--- config.mk ---
export PLATFORM = sky130hd
export DESIGN_NAME = cdwe_top
export DESIGN_NICKNAME = d
export VERILOG_FILES = /design/src/rtl/cdwe_top.v /design/src/rtl/cdwe_file_mem.v /design/src/rtl/cdwe_watchdog.v
export VERILOG_INCLUDE_DIRS = /design/src /design/src/rtl
export SDC_FILE = /design/constraint.sdc
export NUM_CORES = 2
export LEC_CHECK = 0
export BUFFER_PORTS_ARGS = -buffer_cell sky130_fd_sc_hd__buf_2
export CAP_MARGIN = 40
export CORE_MARGIN = 1.5
export CORE_UTILIZATION = 55
export CTS_CLUSTER_DIAMETER = 120
export DETAILED_ROUTE_END_ITERATION = 12
export GPL_TIMING_DRIVEN = 0
export MAX_ROUTING_LAYER = met4
export PLACE_DENSITY_LB_ADDON = 0.08
export SETUP_SLACK_MARGIN = 0.15
export SLEW_MARGIN = 30
export SYNTH_ARGS = -nofsm -noshare
export SYNTH_HDL_FRONTEND = slang
export SYNTH_HIERARCHICAL = 1
export SYNTH_SLANG_ARGS = --single-unit
--- constraint.sdc ---
create_clock -name clk -period 4.6 [get_ports clk]
set_clock_uncertainty 0.15 [all_clocks]
set_input_delay 0.46 -clock clk [delete_from_list [all_inputs] [get_ports clk]]
set_output_delay 0.46 -clock clk [all_outputs]
set_load 0.01 [all_outputs]
--- src/rtl/cdwe_defs.vh ---
`ifndef CDWE_DEFS_VH
`define CDWE_DEFS_VH

// Register byte addresses
`define CDWE_ADDR_INSTR 32'h00000000
`define CDWE_ADDR_WREG 32'h00000004
`define CDWE_ADDR_STATUS 32'h00000008
`define CDWE_ADDR_FADDR 32'h0000000C
`define CDWE_ADDR_FDATA 32'h00000010
`define CDWE_ADDR_WDOG 32'h00000014
`define CDWE_ADDR_INFO 32'h00000018

// Status register fields and reset values
`define CDWE_ST_ZERO 2
`define CDWE_ST_PDOWN 3
`define CDWE_ST_TOUT 4
`define CDWE_RST_ZERO 1'h0
`define CDWE_RST_PDOWN 1'h1
`define CDWE_RST_TOUT 1'h1
`define CDWE_RST_WREG 8'h00

// Instruction fields and encodings
`define CDWE_OPC_HI 13
`define CDWE_OPC_LO 8
`define CDWE_DEST_BIT 7
`define CDWE_OPC_COMPL 6'h09
`define CDWE_OPC_DEC 6'h03
`define CDWE_OPC_DECSKIP 6'h0B
`define CDWE_OPC_WDCLR 14'h0064

// Widths and timing
`define CDWE_FADDR_W 7
`define CDWE_DATA_W 8
`define CDWE_PRE_W 8
`define CDWE_WDOG_W 8
`define CDWE_RD_WAIT 2'h2
`define CDWE_HSIZE_WORD 3'h2

`endif

--- src/rtl/cdwe_top.v ---
`timescale 1ns/1ps
`default_nettype none
`include "cdwe_defs.vh"

// Notes on behaviour
// (RULE_01) Complement op writes inverted file register to destination, updates zero.
// (RULE_02) Destination bit 0 targets the accumulator, 1 the file register.
// (RULE_03) Watchdog clear op zeroes the watchdog counter in one cycle.
// (RULE_04) Watchdog clear op zeroes the prescaler together with the counter.
// (RULE_05) Watchdog clear op sets timeout and powerdown flags to one.
// (RULE_06) Decrement op subtracts one, writes destination, updates zero, one cycle; code retires in ST_EXEC, two cycles after issue.
// (RULE_07) Decrement-skip op subtracts one, writes destination, touches no flag.
// (RULE_08) Decrement-skip with zero result runs a no-operation cycle instead.
// (RULE_09) Decrement-skip with non-zero result finishes after one cycle; code retires in ST_EXEC, two cycles after issue.
// (RULE_10) Zero flag is set for a zero 8-bit result, cleared otherwise.
module cdwe_top #(
  parameter PRE_W = `CDWE_PRE_W,
  parameter WDOG_W = `CDWE_WDOG_W
) (
  input wire clk,
  input wire rst_n,
  input wire hsel,
  input wire [31:0] haddr,
  input wire [1:0] htrans,
  input wire hwrite,
  input wire [2:0] hsize,
  input wire [31:0] hwdata,
  input wire hready,
  output wire hreadyout,
  output wire hresp,
  output wire [31:0] hrdata,
  output wire instrRetire,
  output wire skipNop,
  output wire zeroFlag,
  output wire timeoutFlag,
  output wire powerdownFlag
);

  localparam AW = `CDWE_FADDR_W;
  localparam DW = `CDWE_DATA_W;

  localparam [3:0] ST_IDLE = 4'h1;
  localparam [3:0] ST_READ = 4'h2;
  localparam [3:0] ST_EXEC = 4'h4;
  localparam [3:0] ST_NOP = 4'h8;

  // Reset release through two flops
  reg rstSync1_q;
  reg rstSync2_q;
  wire rstN;

  always @(posedge clk or negedge rst_n) begin
    if (!rst_n) begin
      rstSync1_q <= 1'b0;
      rstSync2_q <= 1'b0;
    end else begin
      rstSync1_q <= 1'b1;
      rstSync2_q <= rstSync1_q;
    end
  end

  assign rstN = rstSync2_q;

  // Bus and core state
  reg hreadyout_q;
  reg hreadyout_d;
  reg [31:0] hrdata_q;
  reg [31:0] hrdata_d;
  reg hresp_q;
  reg dpWrite_q;
  reg dpWrite_d;
  reg [31:0] dpAddr_q;
  reg [31:0] dpAddr_d;
  reg [1:0] rdCnt_q;
  reg [1:0] rdCnt_d;
  reg [3:0] state_q;
  reg [3:0] state_d;
  reg [13:0] instr_q;
  reg [13:0] instr_d;
  reg [DW-1:0] wReg_q;
  reg [DW-1:0] wReg_d;
  reg [AW-1:0] fileAddr_q;
  reg [AW-1:0] fileAddr_d;
  reg zero_q;
  reg zero_d;
  reg tout_q;
  reg tout_d;
  reg pdown_q;
  reg pdown_d;
  reg retire_q;
  reg retire_d;
  reg skipNop_q;
  reg lastSkip_q;
  reg lastSkip_d;
  reg [7:0] retireCnt_q;
  reg [7:0] retireCnt_d;

  // Execution data path signals
  reg memWe;
  reg [AW-1:0] memWaddr;
  reg [DW-1:0] memWdata;
  reg [DW-1:0] result;
  reg wdogClear;
  wire [AW-1:0] memRaddr;
  wire [DW-1:0] memRdata;
  wire [PRE_W-1:0] wdogPre;
  wire [WDOG_W-1:0] wdogCnt;
  wire accept;
  wire wordOk;
  wire wrDo;
  wire start;
  wire [5:0] opcNew;
  wire [5:0] opc;
  wire dest;

  assign accept = hsel & htrans[1] & hready;
  assign wordOk = (hsize == `CDWE_HSIZE_WORD);
  assign wrDo = dpWrite_q & hreadyout_q;
  assign start = wrDo & (dpAddr_q == `CDWE_ADDR_INSTR) &
                 (state_q == ST_IDLE);
  assign opcNew = hwdata[`CDWE_OPC_HI:`CDWE_OPC_LO];
  assign opc = instr_q[`CDWE_OPC_HI:`CDWE_OPC_LO];
  assign dest = instr_q[`CDWE_DEST_BIT];
  assign memRaddr = (state_q == ST_READ) ? instr_q[AW-1:0] : fileAddr_q;

  cdwe_file_mem #(
    .ADDR_W(AW),
    .DATA_W(DW)
  ) u_mem (
    .clk(clk),
    .wrEn(memWe),
    .wrAddr(memWaddr),
    .wrData(memWdata),
    .rdAddr(memRaddr),
    .rdData(memRdata)
  );

  cdwe_watchdog #(
    .PRE_W(PRE_W),
    .CNT_W(WDOG_W)
  ) u_wdog (
    .clk(clk),
    .rstN(rstN),
    .clear(wdogClear),
    .prescale(wdogPre),
    .count(wdogCnt)
  );

  // Instruction sequencer
  always @* begin
    state_d = state_q;
    instr_d = instr_q;
    wReg_d = wReg_q;
    zero_d = zero_q;
    tout_d = tout_q;
    pdown_d = pdown_q;
    retire_d = 1'b0;
    lastSkip_d = lastSkip_q;
    wdogClear = 1'b0;
    memWe = 1'b0;
    memWaddr = fileAddr_q;
    memWdata = hwdata[DW-1:0];
    result = {DW{1'b0}};
    case (state_q)
      ST_IDLE: begin
        if (start) begin
          instr_d = hwdata[13:0];
          if (hwdata[13:0] == `CDWE_OPC_WDCLR) begin
            wdogClear = 1'b1; // RULE_03 RULE_04
            tout_d = 1'b1; // RULE_05
            pdown_d = 1'b1; // RULE_05
            retire_d = 1'b1; // RULE_03
          end else if (opcNew == `CDWE_OPC_COMPL ||
                       opcNew == `CDWE_OPC_DEC ||
                       opcNew == `CDWE_OPC_DECSKIP) begin
            state_d = ST_READ;
          end else begin
            retire_d = 1'b1;
          end
        end
      end
      ST_READ: begin
        state_d = ST_EXEC;
      end
      ST_EXEC: begin
        if (opc == `CDWE_OPC_COMPL) begin
          result = ~memRdata; // RULE_01
        end else begin
          result = memRdata - {{(DW-1){1'b0}}, 1'b1}; // RULE_06 RULE_07
        end
        if (dest) begin
          memWe = 1'b1; // RULE_02
          memWaddr = instr_q[AW-1:0];
          memWdata = result;
        end else begin
          wReg_d = result; // RULE_02
        end
        if (opc != `CDWE_OPC_DECSKIP) begin
          zero_d = (result == {DW{1'b0}}); // RULE_01 RULE_06 RULE_10
          lastSkip_d = 1'b0;
          retire_d = 1'b1;
          state_d = ST_IDLE;
        end else if (result == {DW{1'b0}}) begin
          lastSkip_d = 1'b1;
          state_d = ST_NOP; // RULE_08
        end else begin
          lastSkip_d = 1'b0;
          retire_d = 1'b1; // RULE_09
          state_d = ST_IDLE;
        end
      end
      ST_NOP: begin
        retire_d = 1'b1; // RULE_08
        state_d = ST_IDLE;
      end
      default: begin
        state_d = ST_IDLE;
      end
    endcase
    if (wrDo && state_q == ST_IDLE) begin
      if (dpAddr_q == `CDWE_ADDR_WREG) begin
        wReg_d = hwdata[DW-1:0];
      end
      if (dpAddr_q == `CDWE_ADDR_STATUS) begin
        zero_d = hwdata[`CDWE_ST_ZERO];
        pdown_d = hwdata[`CDWE_ST_PDOWN];
        tout_d = hwdata[`CDWE_ST_TOUT];
      end
      if (dpAddr_q == `CDWE_ADDR_FDATA) begin
        memWe = 1'b1;
        memWaddr = fileAddr_q;
        memWdata = hwdata[DW-1:0];
      end
    end
  end

  // Bus slave: writes complete with no wait, reads take two wait cycles
  always @* begin
    dpWrite_d = dpWrite_q;
    dpAddr_d = dpAddr_q;
    rdCnt_d = rdCnt_q;
    fileAddr_d = fileAddr_q;
    hrdata_d = hrdata_q;
    retireCnt_d = retireCnt_q;
    if (retire_d) begin
      retireCnt_d = retireCnt_q + 8'h01;
    end
    if (wrDo) begin
      dpWrite_d = 1'b0;
      if (dpAddr_q == `CDWE_ADDR_FADDR) begin
        fileAddr_d = hwdata[AW-1:0];
      end
    end
    if (rdCnt_q != 2'h0 && state_q == ST_IDLE && state_d == ST_IDLE) begin
      if (rdCnt_q == `CDWE_RD_WAIT) begin
        rdCnt_d = 2'h0;
        case (dpAddr_q)
          `CDWE_ADDR_INSTR: hrdata_d = {18'h00000, instr_q};
          `CDWE_ADDR_WREG: hrdata_d = {24'h000000, wReg_q};
          `CDWE_ADDR_STATUS: hrdata_d = {27'h0000000, tout_q, pdown_q,
                                         zero_q, 2'h0};
          `CDWE_ADDR_FADDR: hrdata_d = {25'h0000000, fileAddr_q};
          `CDWE_ADDR_FDATA: hrdata_d = {24'h000000, memRdata};
          `CDWE_ADDR_WDOG: hrdata_d = {16'h0000, wdogPre[7:0],
                                       wdogCnt[7:0]};
          `CDWE_ADDR_INFO: hrdata_d = {16'h0000, retireCnt_q, 7'h00,
                                       lastSkip_q};
          default: hrdata_d = 32'h00000000;
        endcase
      end else begin
        rdCnt_d = rdCnt_q + 2'h1;
      end
    end
    if (accept) begin
      dpAddr_d = haddr;
      dpWrite_d = hwrite & wordOk;
      rdCnt_d = (~hwrite & wordOk) ? 2'h1 : 2'h0;
    end
    hreadyout_d = (state_d == ST_IDLE) & (rdCnt_d == 2'h0);
  end

  always @(posedge clk or negedge rstN) begin
    if (!rstN) begin
      hreadyout_q <= 1'b1;
      hrdata_q <= 32'h00000000;
      hresp_q <= 1'b0;
      dpWrite_q <= 1'b0;
      dpAddr_q <= 32'h00000000;
      rdCnt_q <= 2'h0;
      state_q <= ST_IDLE;
      instr_q <= 14'h0000;
      wReg_q <= `CDWE_RST_WREG;
      fileAddr_q <= 7'h00;
      zero_q <= `CDWE_RST_ZERO;
      tout_q <= `CDWE_RST_TOUT;
      pdown_q <= `CDWE_RST_PDOWN;
      retire_q <= 1'b0;
      skipNop_q <= 1'b0;
      lastSkip_q <= 1'b0;
      retireCnt_q <= 8'h00;
    end else begin
      hreadyout_q <= hreadyout_d;
      hrdata_q <= hrdata_d;
      hresp_q <= 1'b0;
      dpWrite_q <= dpWrite_d;
      dpAddr_q <= dpAddr_d;
      rdCnt_q <= rdCnt_d;
      state_q <= state_d;
      instr_q <= instr_d;
      wReg_q <= wReg_d;
      fileAddr_q <= fileAddr_d;
      zero_q <= zero_d;
      tout_q <= tout_d;
      pdown_q <= pdown_d;
      retire_q <= retire_d;
      skipNop_q <= (state_d == ST_NOP); // RULE_08
      lastSkip_q <= lastSkip_d;
      retireCnt_q <= retireCnt_d;
    end
  end

  assign hreadyout = hreadyout_q;
  assign hresp = hresp_q;
  assign hrdata = hrdata_q;
  assign instrRetire = retire_q;
  assign skipNop = skipNop_q;
  assign zeroFlag = zero_q;
  assign timeoutFlag = tout_q;
  assign powerdownFlag = pdown_q;

endmodule

`default_nettype wire

--- src/rtl/cdwe_file_mem.v ---
`timescale 1ns/1ps
`default_nettype none

module cdwe_file_mem #(
  parameter ADDR_W = 7,
  parameter DATA_W = 8
) (
  input wire clk,
  input wire wrEn,
  input wire [ADDR_W-1:0] wrAddr,
  input wire [DATA_W-1:0] wrData,
  input wire [ADDR_W-1:0] rdAddr,
  output wire [DATA_W-1:0] rdData
);

  reg [DATA_W-1:0] mem [0:(1<<ADDR_W)-1];
  reg [DATA_W-1:0] rdData_q;

  // Read returns the old contents when read and write meet
  always @(posedge clk) begin
    if (wrEn) begin
      mem[wrAddr] <= wrData;
    end
    rdData_q <= mem[rdAddr];
  end

  assign rdData = rdData_q;

endmodule

`default_nettype wire

--- src/rtl/cdwe_watchdog.v ---
`timescale 1ns/1ps
`default_nettype none

module cdwe_watchdog #(
  parameter PRE_W = 8,
  parameter CNT_W = 8
) (
  input wire clk,
  input wire rstN,
  input wire clear,
  output wire [PRE_W-1:0] prescale,
  output wire [CNT_W-1:0] count
);

  reg [PRE_W-1:0] prescale_q;
  reg [CNT_W-1:0] count_q;
  wire tick;

  // Prescaler wrap gives a one-cycle enable to the counter
  assign tick = &prescale_q;

  always @(posedge clk or negedge rstN) begin
    if (!rstN) begin
      prescale_q <= {PRE_W{1'b0}};
      count_q <= {CNT_W{1'b0}};
    end else if (clear) begin
      prescale_q <= {PRE_W{1'b0}};
      count_q <= {CNT_W{1'b0}};
    end else begin
      prescale_q <= prescale_q + {{(PRE_W-1){1'b0}}, 1'b1};
      if (tick) begin
        count_q <= count_q + {{(CNT_W-1){1'b0}}, 1'b1};
      end
    end
  end

  assign prescale = prescale_q;
  assign count = count_q;

endmodule

`default_nettype wire

==> results.tsv <==
metric	value	unit
status	completed	
worst skew pair latency	0.70	ns
Multi-input gate area	0.01183	mm2
via/cell ratio	6.384	
slowest stage cell, crit path	mux4_2	
Starting Density	55.53	%
crit path capture type	register	
1st-iter DRT viols	2487	
maximum clock rate	227.4	MHz
CP arrival	4.80	ns
Hold Crit Class	reg2async	
syn avg cell area	21.10	um2
CP max stage delay	0.59	ns
TritonRoute pass-1 iters	6	
Nets	2554	
synth warn	6	
Placeable Area	0.08211	mm2
Synth area leader	edfxtp_1	
FP Rows	105	
total power	21270	uW
Placer Congestion	0.8926	
CTS tree	built	
vias	23270	
Die X	290.9	um
Final period util	95.58	%
Final Slew Violations	0	
WHS	0.08174	ns
cells along the critical path	nor4b_4 > buf_4 > mux2_2 > clkbuf_1 > buf_4 > buf_2 > mux4_2 > mux4_2 > mux4_2 > mux2_2	
Die Y	290.9	um
ys async rst share	10.18	%
leakage	0.01686	uW
placed insts	3360	
final non-filler cell total	3645	
vias in the first global route	23370	
cell family with most CP delay	multiplexers	
P per Cell Area	399.4	mW/mm2
number of synthesized flops with an enable pin	1024	
Synth top cells by count	edfxtp_1, mux4_2, nor2_1	
first-pass GRT wire length	163100	um
top-count cell post-synth	edfxtp_1	
Layout area overhead	16.77	%
Worst Max-Slew Pin Slew	0.8828	ns
Detail Placement HPWL	74410	um
DRC	0	
Synth top area share	67.43	%
PortBufs	76	
WS Path Type	reg2reg	
gr ovfl total	0	
# IOs	113	
sequential area share after synthesis	74.22	%
H-tree depth	3	
Netlist cell types	61	
buffers plus inverters on the worst setup path	4	
Primary FF master, synth	edfxtp_1	
area of the die	0.08464	mm2
initial antenna violation count	8	
#FFs+latches synth	1149	
Max Root-Sink Buffers	3	
ratio of cells with drive above 1 in the final layout	35.85	%
flip-flop and latch area	0.03385	mm2
Final min period	4.397	ns
Reg clk slew, reported paths	0.06	ns
GRT Resource Usage Total	27.81	%
Worst Path Required	5.00	ns
Hold Fails Final Rpt	0	
Syn Inst Count	2161	
WL final	112500	um
critical-path maximum fanout	10	
most frequent CP cell	mux4_2	
WL per Instance	30.86	um
total CTS buffers	114	
Sum Neg Setup Slack	0	ns
largest net degree at the start of global routing	109	
clk root buf	clkbuf_16	
Routed Antenna Nets	0	
Startpoint Class	register	
Filler Cell Count	5376	
Max rail drop VDD	0.0003501	V
clock sink count	1149	
endpoints failing setup	0	
maximum capacitance violations	0	
RSZ-0062 raised after global routing	yes	
Synth area leaders	edfxtp_1, mux4_2, dfrtp_1	
Slew headroom	40.98	%
mapped cell area	0.04560	mm2
==> metal layers <==
metal / global-route usage (%) / part of all wire, %
met1: 38.09 / 40
met2: 43.59 / 49
met3: 5.131 / 7.8
met4: 7.700 / 2.5
met5: - / 0
==> layout by cell type, fill, tap and decap left out, types with 18 or more instances in the layout <==
cell,synthesis,layout
nand2_1,40,37
clkbuf_16,0,116
mux4_2,336,336
o21ai_0,20,19
nor2_2,0,34
buf_2,20,105
nor2_1,162,74
nor2_4,0,54
clkinv_2,0,21
mux2_2,84,77
edfxtp_1,1024,1024
buf_4,28,53
conb_1,2,18
clkbuf_1,56,61
a21oi_1,23,23
dlygate4sd3_1,0,52
clkinv_1,0,23
dfrtp_1,113,112
==> layout make-up <==
class,instances,area share [%]
Clock buffer,145,5.682
Antenna cell,3,0.01410
Sequential cell,1149,63.56
Buffer,129,1.391
Clock inverter,67,1.412
Inverter,7,0.04935
Multi-Input combinational cell,891,22.22
Timing Repair Buffer,184,3.156
Tap cell,1070,2.514
==> final timing paths <==
| kind | from | end | slack [ns] | cells past startpoint |
|---|---|---|---|---|
| max | state_q[3] | u_mem/rdData[4] | 0.20 | 10 |
| max in group asynchronous | rstN | hreadyout | 3.33 | 2 |
| min | rstN | u_wdog/count[0] | 0.08 | 0 |
| min in group clk | rstSync1_q | rstN | 0.21 | 0 |
| min reg2reg | rstN | u_wdog/count[0] | 0.08 | 0 |
| max reg2reg | state_q[3] | u_mem/rdData[4] | 0.20 | 10 |
==> kinds of logic after synthesis <==
family / Yosys count / share of synthesized area (%)
XOR/XNOR: 15 / 0.2881
buffers and inverters: 137 / 1.528
flip-flops: 1149 / 74.22
adder cells (fa/ha/maj): 4 / 0.1098
AND/OR/NAND/NOR: 327 / 3.526
multiplexers: 431 / 18.92
AO/OA/AOI/OAI: 96 / 1.397
other: 2 / 0.01647
==> report_power, final <==
part / switching, uW / internal, uW / total, uW
combinational: 272 / 178 / 450
sequential: 55.1 / 11400 / 11500
clock: 3880 / 5440 / 9320
==> stage by stage <==
stage | utilization (%) | setup WS (ns) | cell area, um2
2_1_floorplan | - | 0.6650 | 45660
3_3_place_gp | 57.71 | -1.681 | 47380
3_5_place_dp | 58.72 | -0.8239 | 48220
4_1_cts | 64.66 | 0.1519 | 53100
5_1_grt | 64.85 | 0.05798 | 53250
6_report | 64.85 | 0.2032 | 53250
==> timing repair <==
item	in CTS	in global routing
gates resized for setup	164	12
hold buffers	52	0
endpoints found under the setup margin	978	794
buffers inserted	5	0
endpoints found under the hold margin	66	0
pin swaps	2	0
==> registers in the layout, summed over array words and instances, names as in the netlist, 2 cells and up <==
register,cells
u_wdog/count,8
wReg_q,8
hrdata,16
fileAddr_q,7
u_wdog/prescale,8
retireCnt_q,8
instr_q,14
dpAddr_q,32
u_mem/mem,1024
rdCnt_q,2
u_mem/rdData,8
state_q,4
Power figures use the tool's default switching activity.
